===== config.mk =====
export PLATFORM = sky130hd
export DESIGN_NAME = speed_profile_control_status
export DESIGN_NICKNAME = d
export VERILOG_FILES = /design/src/hdl/speed_profile_pkg.sv /design/src/hdl/speed_profile_control_status.sv /design/src/hdl/event_latch_bank.sv
export VERILOG_INCLUDE_DIRS = /design/src /design/src/hdl
export SDC_FILE = /design/constraint.sdc
export NUM_CORES = 1
export LEC_CHECK = 0
export BUFFER_PORTS_ARGS = -buffer_cell sky130_fd_sc_hd__buf_2
export CORE_MARGIN = 2
export CORE_UTILIZATION = 45
export DETAILED_ROUTE_END_ITERATION = 10
export GPL_TIMING_DRIVEN = 0
export HOLD_SLACK_MARGIN = 0.12
export PLACE_DENSITY = 0.88
export SYNTH_ARGS = -nofsm -noshare
export SYNTH_HDL_FRONTEND = slang
export SYNTH_SLANG_ARGS = --single-unit

===== constraint.sdc =====
create_clock -name clk_sys -period 1.5 [get_ports clk_sys]
set_input_delay 0.3 -clock clk_sys [delete_from_list [all_inputs] [get_ports clk_sys]]
set_output_delay 0.3 -clock clk_sys [all_outputs]
set_load 0.01 [all_outputs]

===== src/hdl/speed_profile_defs.svh =====
// Bit positions, widths and reset values of the speed profile words
`ifndef SPEED_PROFILE_DEFS_SVH
`define SPEED_PROFILE_DEFS_SVH

// ----------------------------------------------------------------
// Word geometry
// ----------------------------------------------------------------
`define WORD_WIDTH        16
`define WORD_RESET        16'h0000
`define EVENT_COUNT       8

// ----------------------------------------------------------------
// Command word fields
// ----------------------------------------------------------------
`define CMD_PRESET_LO     0
`define CMD_PRESET_HI     1
`define CMD_COAST_N       3
`define CMD_QUICK_STOP_N  4
`define CMD_REF_FREE      5
`define CMD_START         6
`define CMD_EVENT_RESET   7
`define CMD_RAMP_SEL      9
`define CMD_DATA_VALID    10
`define CMD_FB_INPUT_LO   12
`define CMD_FB_INPUT_HI   15

// ----------------------------------------------------------------
// State word fields
// ----------------------------------------------------------------
`define STS_CONTROL_READY 0
`define STS_DRIVE_READY   1
`define STS_NO_COAST      2
`define STS_FAULT         3
`define STS_WARNING       7
`define STS_AT_REFERENCE  8
`define STS_FIELDBUS_CTRL 9
`define STS_LIMITER       10
`define STS_OPERATION     11

`endif


===== src/hdl/speed_profile_pkg.sv =====
// Types shared by the speed profile command and state logic
package speed_profile_pkg;

  // Live condition levels reported by the drive core
  typedef struct packed {
    logic control_ready;
    logic drive_ready;
    logic coast_active;
    logic speed_at_ref;
    logic limiter_active;
    logic modulating;
    logic fieldbus_place;
  } drive_feedback_t;

  // Accepted commands as the drive core should act on them
  typedef struct packed {
    logic [1:0] preset_sel;
    logic       coast_n;
    logic       quick_stop_n;
    logic       ref_free;
    logic       start_level;
    logic       ramp_sel;
  } drive_command_t;

endpackage


===== src/hdl/speed_profile_control_status.sv =====
// Command word decoder and state word composer for the speed profile
`timescale 1ns/1ps
`default_nettype none
`include "speed_profile_defs.svh"

module speed_profile_control_status #(
  parameter int FAULT_COUNT = `EVENT_COUNT,
  parameter int WARN_COUNT  = `EVENT_COUNT
) (
  input  wire logic                              clk_sys,
  input  wire logic                              reset_n,
  input  wire logic [`WORD_WIDTH-1:0]            command_word_in,
  input  wire logic                              command_strobe,
  input  wire logic [`WORD_WIDTH-1:0]            process_data_in,
  input  wire speed_profile_pkg::drive_feedback_t feedback,
  input  wire logic [FAULT_COUNT-1:0]            fault_condition,
  input  wire logic [WARN_COUNT-1:0]             warn_condition,
  output logic      [`WORD_WIDTH-1:0]            drive_command_word,
  output logic      [`WORD_WIDTH-1:0]            drive_state_word,
  output var speed_profile_pkg::drive_command_t  command_out,
  output logic      [`WORD_WIDTH-1:0]            speed_reference,
  output logic                                   start_pulse,
  output logic                                   run_enable,
  output logic                                   fieldbus_input_one_select,
  output logic                                   fieldbus_input_two_select,
  output logic                                   fieldbus_input_three_select,
  output logic                                   fieldbus_input_four_select,
  output logic      [FAULT_COUNT-1:0]            fault_latched,
  output logic      [WARN_COUNT-1:0]             warn_latched
);

  import speed_profile_pkg::*;

  localparam int FB_INPUTS = `CMD_FB_INPUT_HI - `CMD_FB_INPUT_LO + 1;

  // ----------------------------------------------------------------
  // Declarations
  // ----------------------------------------------------------------
  logic [`WORD_WIDTH-1:0] command_word_q;
  logic [`WORD_WIDTH-1:0] active_word_q;
  logic [`WORD_WIDTH-1:0] active_word_d;
  logic [`WORD_WIDTH-1:0] process_data_q;
  logic [`WORD_WIDTH-1:0] state_word_q;
  logic [`WORD_WIDTH-1:0] state_word_d;
  logic [FB_INPUTS-1:0]   fb_input_q;
  logic                   data_valid_in;
  logic                   fieldbus_in_charge;
  logic                   accept;
  logic                   event_reset_prev_q;
  logic                   event_reset_pulse;
  logic                   start_prev_q;
  logic                   start_edge;
  logic                   start_pulse_q;
  logic                   run_enable_q;
  logic                   any_fault;
  logic                   any_warning;
  logic                   coast_now;
  logic [FAULT_COUNT-1:0] fault_latched_w;
  logic [WARN_COUNT-1:0]  warn_latched_w;

  // ----------------------------------------------------------------
  // Command word capture
  // ----------------------------------------------------------------
  // The raw word is always kept so software sees what was last written,
  // even when the drive is not taking it
  always_ff @(posedge clk_sys or negedge reset_n) begin
    if (!reset_n) begin
      command_word_q <= `WORD_RESET;
    end else if (command_strobe) begin
      command_word_q <= command_word_in;
    end
  end

  // A write is acted on only with data valid set and fieldbus in charge
  assign data_valid_in      = command_word_in[`CMD_DATA_VALID];
  assign fieldbus_in_charge = feedback.fieldbus_place;
  assign accept             = command_strobe & data_valid_in &
                              fieldbus_in_charge;

  // ----------------------------------------------------------------
  // Accepted command word
  // ----------------------------------------------------------------
  // Reserved bits 2, 8 and 11 are dropped here so nothing downstream
  // can ever react to them
  always_comb begin
    active_word_d                   = command_word_in;
    active_word_d[2]                = 1'b0;
    active_word_d[8]                = 1'b0;
    active_word_d[11]               = 1'b0;
  end

  always_ff @(posedge clk_sys or negedge reset_n) begin
    if (!reset_n) begin
      active_word_q <= `WORD_RESET;
    end else if (accept) begin
      active_word_q <= active_word_d;
    end
  end

  // ----------------------------------------------------------------
  // Process data
  // ----------------------------------------------------------------
  // With data valid low the last accepted reference simply stays put
  always_ff @(posedge clk_sys or negedge reset_n) begin
    if (!reset_n) begin
      process_data_q <= `WORD_RESET;
    end else if (accept) begin
      process_data_q <= process_data_in;
    end
  end

  // ----------------------------------------------------------------
  // Fieldbus digital inputs
  // ----------------------------------------------------------------
  // Captured only on an accepted write, like every other command bit
  genvar gi;
  generate
    for (gi = 0; gi < FB_INPUTS; gi++) begin : g_fb_input
      always_ff @(posedge clk_sys or negedge reset_n) begin
        if (!reset_n) begin
          fb_input_q[gi] <= 1'b0;
        end else if (accept) begin
          fb_input_q[gi] <= command_word_in[`CMD_FB_INPUT_LO + gi];
        end
      end
    end
  endgenerate

  // ----------------------------------------------------------------
  // Event reset edge
  // ----------------------------------------------------------------
  always_ff @(posedge clk_sys or negedge reset_n) begin
    if (!reset_n) begin
      event_reset_prev_q <= 1'b0;
    end else begin
      event_reset_prev_q <= active_word_q[`CMD_EVENT_RESET];
    end
  end

  // Only the edge counts; holding the bit high clears nothing more
  assign event_reset_pulse = active_word_q[`CMD_EVENT_RESET] &
                             ~event_reset_prev_q;

  // ----------------------------------------------------------------
  // Event latches
  // ----------------------------------------------------------------
  // Faults also block starting until they are released
  event_latch_bank #(
    .COUNT (FAULT_COUNT)
  ) u_fault_latches (
    .clk_sys       (clk_sys),
    .reset_n       (reset_n),
    .condition     (fault_condition),
    .release_pulse (event_reset_pulse),
    .latched       (fault_latched_w)
  );

  // Warnings only report; they never stop the drive here
  event_latch_bank #(
    .COUNT (WARN_COUNT)
  ) u_warn_latches (
    .clk_sys       (clk_sys),
    .reset_n       (reset_n),
    .condition     (warn_condition),
    .release_pulse (event_reset_pulse),
    .latched       (warn_latched_w)
  );

  // ----------------------------------------------------------------
  // Event summary
  // ----------------------------------------------------------------
  // A latched event counts, live or not, until a reset pulse drops it
  assign any_fault   = |fault_latched_w;
  assign any_warning = |warn_latched_w;

  // ----------------------------------------------------------------
  // Start edge
  // ----------------------------------------------------------------
  // Edge memory follows the accepted bit, so a refused write cannot
  // fake an edge
  always_ff @(posedge clk_sys or negedge reset_n) begin
    if (!reset_n) begin
      start_prev_q <= 1'b0;
    end else begin
      start_prev_q <= active_word_q[`CMD_START];
    end
  end

  assign start_edge = active_word_q[`CMD_START] & ~start_prev_q;

  // ----------------------------------------------------------------
  // Coast
  // ----------------------------------------------------------------
  // Either the drive core or the master may hold the drive in coast
  assign coast_now = feedback.coast_active |
                     ~active_word_q[`CMD_COAST_N];

  // ----------------------------------------------------------------
  // Start pulse and run enable
  // ----------------------------------------------------------------
  // A start edge seen during a fault is lost, not queued: the master
  // must raise the start bit again after the fault is reset
  always_ff @(posedge clk_sys or negedge reset_n) begin
    if (!reset_n) begin
      start_pulse_q <= 1'b0;
    end else begin
      start_pulse_q <= start_edge & ~any_fault & ~coast_now;
    end
  end

  // Any stop cause beats a start edge in the same cycle
  always_ff @(posedge clk_sys or negedge reset_n) begin
    if (!reset_n) begin
      run_enable_q <= 1'b0;
    end else if (!active_word_q[`CMD_START] || any_fault || coast_now) begin
      run_enable_q <= 1'b0;
    end else if (start_edge) begin
      run_enable_q <= 1'b1;
    end
  end

  // ----------------------------------------------------------------
  // State word
  // ----------------------------------------------------------------
  always_comb begin
    state_word_d                     = `WORD_RESET;
    state_word_d[`STS_CONTROL_READY] = feedback.control_ready;
    state_word_d[`STS_DRIVE_READY]   = feedback.drive_ready;
    state_word_d[`STS_NO_COAST]      = ~coast_now;
    state_word_d[`STS_FAULT]         = any_fault;
    state_word_d[`STS_WARNING]       = any_warning;
    state_word_d[`STS_AT_REFERENCE]  = feedback.speed_at_ref;
    state_word_d[`STS_FIELDBUS_CTRL] = feedback.fieldbus_place;
    state_word_d[`STS_LIMITER]       = feedback.limiter_active;
    state_word_d[`STS_OPERATION]     = feedback.modulating;
  end

  // ----------------------------------------------------------------
  // State word register
  // ----------------------------------------------------------------
  // Registered so the master never reads a word that is mid-change
  always_ff @(posedge clk_sys or negedge reset_n) begin
    if (!reset_n) begin
      state_word_q <= `WORD_RESET;
    end else begin
      state_word_q <= state_word_d;
    end
  end

  // ----------------------------------------------------------------
  // Outputs
  // ----------------------------------------------------------------
  assign drive_command_word = command_word_q;
  assign drive_state_word   = state_word_q;
  assign speed_reference    = process_data_q;
  assign start_pulse        = start_pulse_q;
  assign run_enable         = run_enable_q;
  assign fault_latched      = fault_latched_w;
  assign warn_latched       = warn_latched_w;

  // ----------------------------------------------------------------
  // Accepted command fields
  // ----------------------------------------------------------------
  // One process drives the whole struct, so it has a single driver
  always_comb begin
    command_out.preset_sel   =
      active_word_q[`CMD_PRESET_HI:`CMD_PRESET_LO];
    command_out.coast_n      = active_word_q[`CMD_COAST_N];
    command_out.quick_stop_n = active_word_q[`CMD_QUICK_STOP_N];
    command_out.ref_free     = active_word_q[`CMD_REF_FREE];
    command_out.start_level  = active_word_q[`CMD_START];
    command_out.ramp_sel     = active_word_q[`CMD_RAMP_SEL];
  end

  // ----------------------------------------------------------------
  // Fieldbus digital inputs out
  // ----------------------------------------------------------------
  assign fieldbus_input_one_select   = fb_input_q[0];
  assign fieldbus_input_two_select   = fb_input_q[1];
  assign fieldbus_input_three_select = fb_input_q[2];
  assign fieldbus_input_four_select  = fb_input_q[3];

endmodule

`default_nettype wire


===== src/hdl/event_latch_bank.sv =====
// Sticky event latches released by an event reset pulse
`timescale 1ns/1ps
`default_nettype none

module event_latch_bank #(
  parameter int COUNT = 8
) (
  input  wire logic             clk_sys,
  input  wire logic             reset_n,
  input  wire logic [COUNT-1:0] condition,
  input  wire logic             release_pulse,
  output logic      [COUNT-1:0] latched
);

  logic [COUNT-1:0] latched_q;

  // ----------------------------------------------------------------
  // One latch per event
  // ----------------------------------------------------------------
  genvar i;
  generate
    for (i = 0; i < COUNT; i++) begin : g_event
      // A live condition keeps or sets the latch, so a reset pulse can
      // only drop events whose cause has gone; set beats clear
      always_ff @(posedge clk_sys or negedge reset_n) begin
        if (!reset_n) begin
          latched_q[i] <= 1'b0;
        end else begin
          latched_q[i] <= condition[i] |
                          (latched_q[i] & ~release_pulse);
        end
      end
    end
  endgenerate

  assign latched = latched_q;

endmodule

`default_nettype wire


==> results.txt <==
The storage element area is 1827 um2. The number of synthesized flops with an enable pin is 0. The worst register-to-register path begins at u_fault_latches.latched[7]. In the global route stage, overall resource usage came out at 16.94%. The fraction of registers with async set or reset after synthesis came out at 100.0%.

Measured along the y axis, the die boundary spans 82.34 um. At the worst endpoint, the arrival time is 1.68 ns. In this run the most critical hold path is launched from fault_condition[3]. Compared with the post-synthesis result, the final layout area differs by 37.15%.

The routed layout has 1825 vias. The leakage power summed over all cells came out at 1.927 nW. The area share of the largest cell type after synthesis is 66.15%. The first routing iteration left 57 violations. The final wirelength came out at 5622 um. The final-report setup violation count came out at 0. STA classifies the critical path startpoint as an input port. The post-layout minimum cycle time is 1.469 ns. The proportion of layout cells with a drive suffix above 1 is 63.47%. A synthesized cell averages 16.54 um2.

Max-cap violations in this run came to 0. The area of placed instances came out at 3511 um2. STA classifies the critical path endpoint as a flop.

The worst hold slack across all endpoints came out at 0.1415 ns. The number of global-route vias before repair was 1829. By instance count, the leading cell after synthesis is dfrtp_1. The post-route clock period utilization is 97.94%. In this run the cell area of the synthesized design comes to 2761 um2. At the worst endpoint, the required time is 1.71 ns. The post-detailed-route wirelength per cell is 14.13 um. The clock passes through at most 2 buffers.

The maximum number of pins on one net before global-route repair is 74. The effective utilization at floorplan is 46.64%. The max-slew headroom at the worst pin is 41.76%. The biggest area contributor in the post-synthesis netlist is dfrtp_1. Setup repair after global routing left no endpoint under its margin.

The worst-margin pin slew came out at 0.8735 ns. The critical path starts at feedback[0]. The global route total overflow came out at 0. The min-delay analysis places its worst path in the category in2reg.

The maximum frequency from static timing analysis came out at 680.7 MHz. The clock skew is 0.01041 ns. The library cell used as clock root buffer is clkbuf_8. The deepest level of the CTS H-tree is 3. The run finished with clean final reports.

The CTS tree is built. At the end of routability-driven placement, the weighted congestion stood at 0.7140. Yosys attributes the largest share of cell area to dfrtp_1 66%, mux2_4 11%, mux2_2 9.8%, a21o_1 4.3%, buf_4 3.8%.

The core region is 5921 um2. After routing the design area is 3787 um2. The post-CTS setup buffer count came out at 0.

Counting the fill cells in the layout gives 456. Synthesis handed over a netlist of 167 instances. The number of instances in the placed design came out at 374.

The chip width came out at 82.34 um. The number of max-slew violations in the final report was 0. The number of diodes came out at 0. The number of buffers inserted by port buffering came out at 126. By count the netlist is led by 73 x dfrtp_1, 24 x mux2_2, 20 x mux2_4. The number of different library cells used by synthesis comes to 17. After detailed routing, the number of remaining DRC violations is 0.

For this run, the leading register cell type out of synthesis is dfrtp_1. The HPWL reported at the end of detailed placement is 4054 um. The first global-routing pass estimated 8390 um of wire. The worst IR drop on VDD is 640.7 uV. The TritonCTS buffer count is 9. CTS saw 73 sinks. The category of the critical setup timing path is in2reg. The clock latency at the later pin of the worst-skew pair came out at 0.33 ns. The number of antenna violations at the first check in global routing came out at 0. Clock-pin slew was measured on the worst setup and hold paths at 0.08 ns.

The number of nets with antenna violations after routing is 0. The iteration count of the initial detailed-routing pass came out at 3. The post-layout instance count excluding filler cells came out at 398.

The number of nets in the layout came out at 376. The row count is 28. The number of synthesized register bits came out at 73.

The vias per cell came out at 4.585. The largest fanout on the critical path came out at 10. The boundary pin count came out at 135. The share of the Yosys chip area taken by registers is 66.15%. The final count of hold timing violations is 0. The area of combinational cells with multiple inputs came out at 804.5 um2. Dividing total power by cell area gives a power density of 1292 nW/um2. The die outline area came out at 6779 um2. The Yosys step of the flow raised 0 warnings.
-- cell families after synthesis --
group | after synthesis | share of synthesized area (%)
DFF | 73 | 66.15
buffers and inverters | 20 | 5.528
other | 1 | 0.1358
muxes | 44 | 20.66
and+or+nand+nor | 13 | 3.172
AOI/OAI and AO/OA | 16 | 4.350
-- layout by cell type, fill, tap and decap left out, drive strengths merged, types with 4 or more instances in the layout --
cell and n:
a21o 16, buf 145, clkbuf 12, conb 7, dfrtp 73, dlygate4sd3 8, mux2 44, nor4 4
-- flip-flops by register name, indices dropped and copies added, names as in the netlist --
signal / cells
drive_command_word: 16
u_fault_latches.latched: 8
speed_reference: 16
event_reset_prev_q: 1
drive_state_word: 9
fieldbus_input_four_select: 1
active_word_q: 8
run_enable: 1
start_prev_q: 1
fieldbus_input_two_select: 1
u_warn_latches.latched: 8
start_pulse: 1
fieldbus_input_three_select: 1
fieldbus_input_one_select: 1
-- routing by layer --
layer / track usage (%) / up-vias / routed length (um)
li1: - / 868 / -
met1: 19.29 / 867 / 2275
met2: 29.03 / 83 / 2820
met3: 6.087 / 7 / 467
met4: 6.500 / 0 / 59
met5: 0 / - / 0
-- per-stage QoR --
| stage | total power, mW | util, % | worst slack (ns) | setup TNS, ns |
|---|---|---|---|---|
| CTS | 4.968 | 63.80 | 0.03226 | 0 |
| floorplan | 2.971 | - | 0.3467 | 0 |
| detailed placement | 3.434 | 59.30 | 0.2075 | 0 |
| finish | 4.894 | 63.97 | 0.03084 | 0 |
| global placement | 3.382 | 59.26 | -0.2318 | -16.60 |
| global route | 5.190 | 63.97 | 0.004404 | 0 |
-- final cells by class --
class	count	share of cell area (%)
Multi-Input combinational cell	80	21.24
Clock inverter	5	1.454
Tap cell	75	2.478
Clock buffer	11	3.733
Buffer	20	4.030
Sequential cell	73	48.23
Timing Repair Buffer	134	18.83
-- final timing paths --
path / endpoint / slack, ns / depth (start not counted)
setup / recovery: speed_reference[1] / 0.03 / 5
hold / removal: u_fault_latches.latched[3] / 0.14 / 2
setup reg to reg: start_pulse / 0.21 / 3
hold reg to reg: event_reset_prev_q / 0.40 / 0
max in group asynchronous: drive_command_word[7] / 0.29 / 2
min in group asynchronous: u_fault_latches.latched[6] / 0.64 / 2
-- repair_timing --
action | 4_1_cts | 5_1_grt
hold endpoints to repair | 15 | 1
hold buffers | 7 | 1
gates resized for setup | 0 | 0
-- report_power, final --
group / switching, mW / internal (mW) / leakage, nW / total [mW]
clock network: 0.686 / 0.809 / 0.0953 / 1.49
registers: 0.158 / 2.24 / 0.830 / 2.40
logic: 0.438 / 0.561 / 1.00 / 0.999
-- worst max-delay path, cell delays in order --
cell and delay, ns:
dlygate4sd3_1 0.53, buf_2 0.14, nand3_4 0.17, buf_6 0.21, mux2_4 0.32
Power figures use the tool's default switching activity.
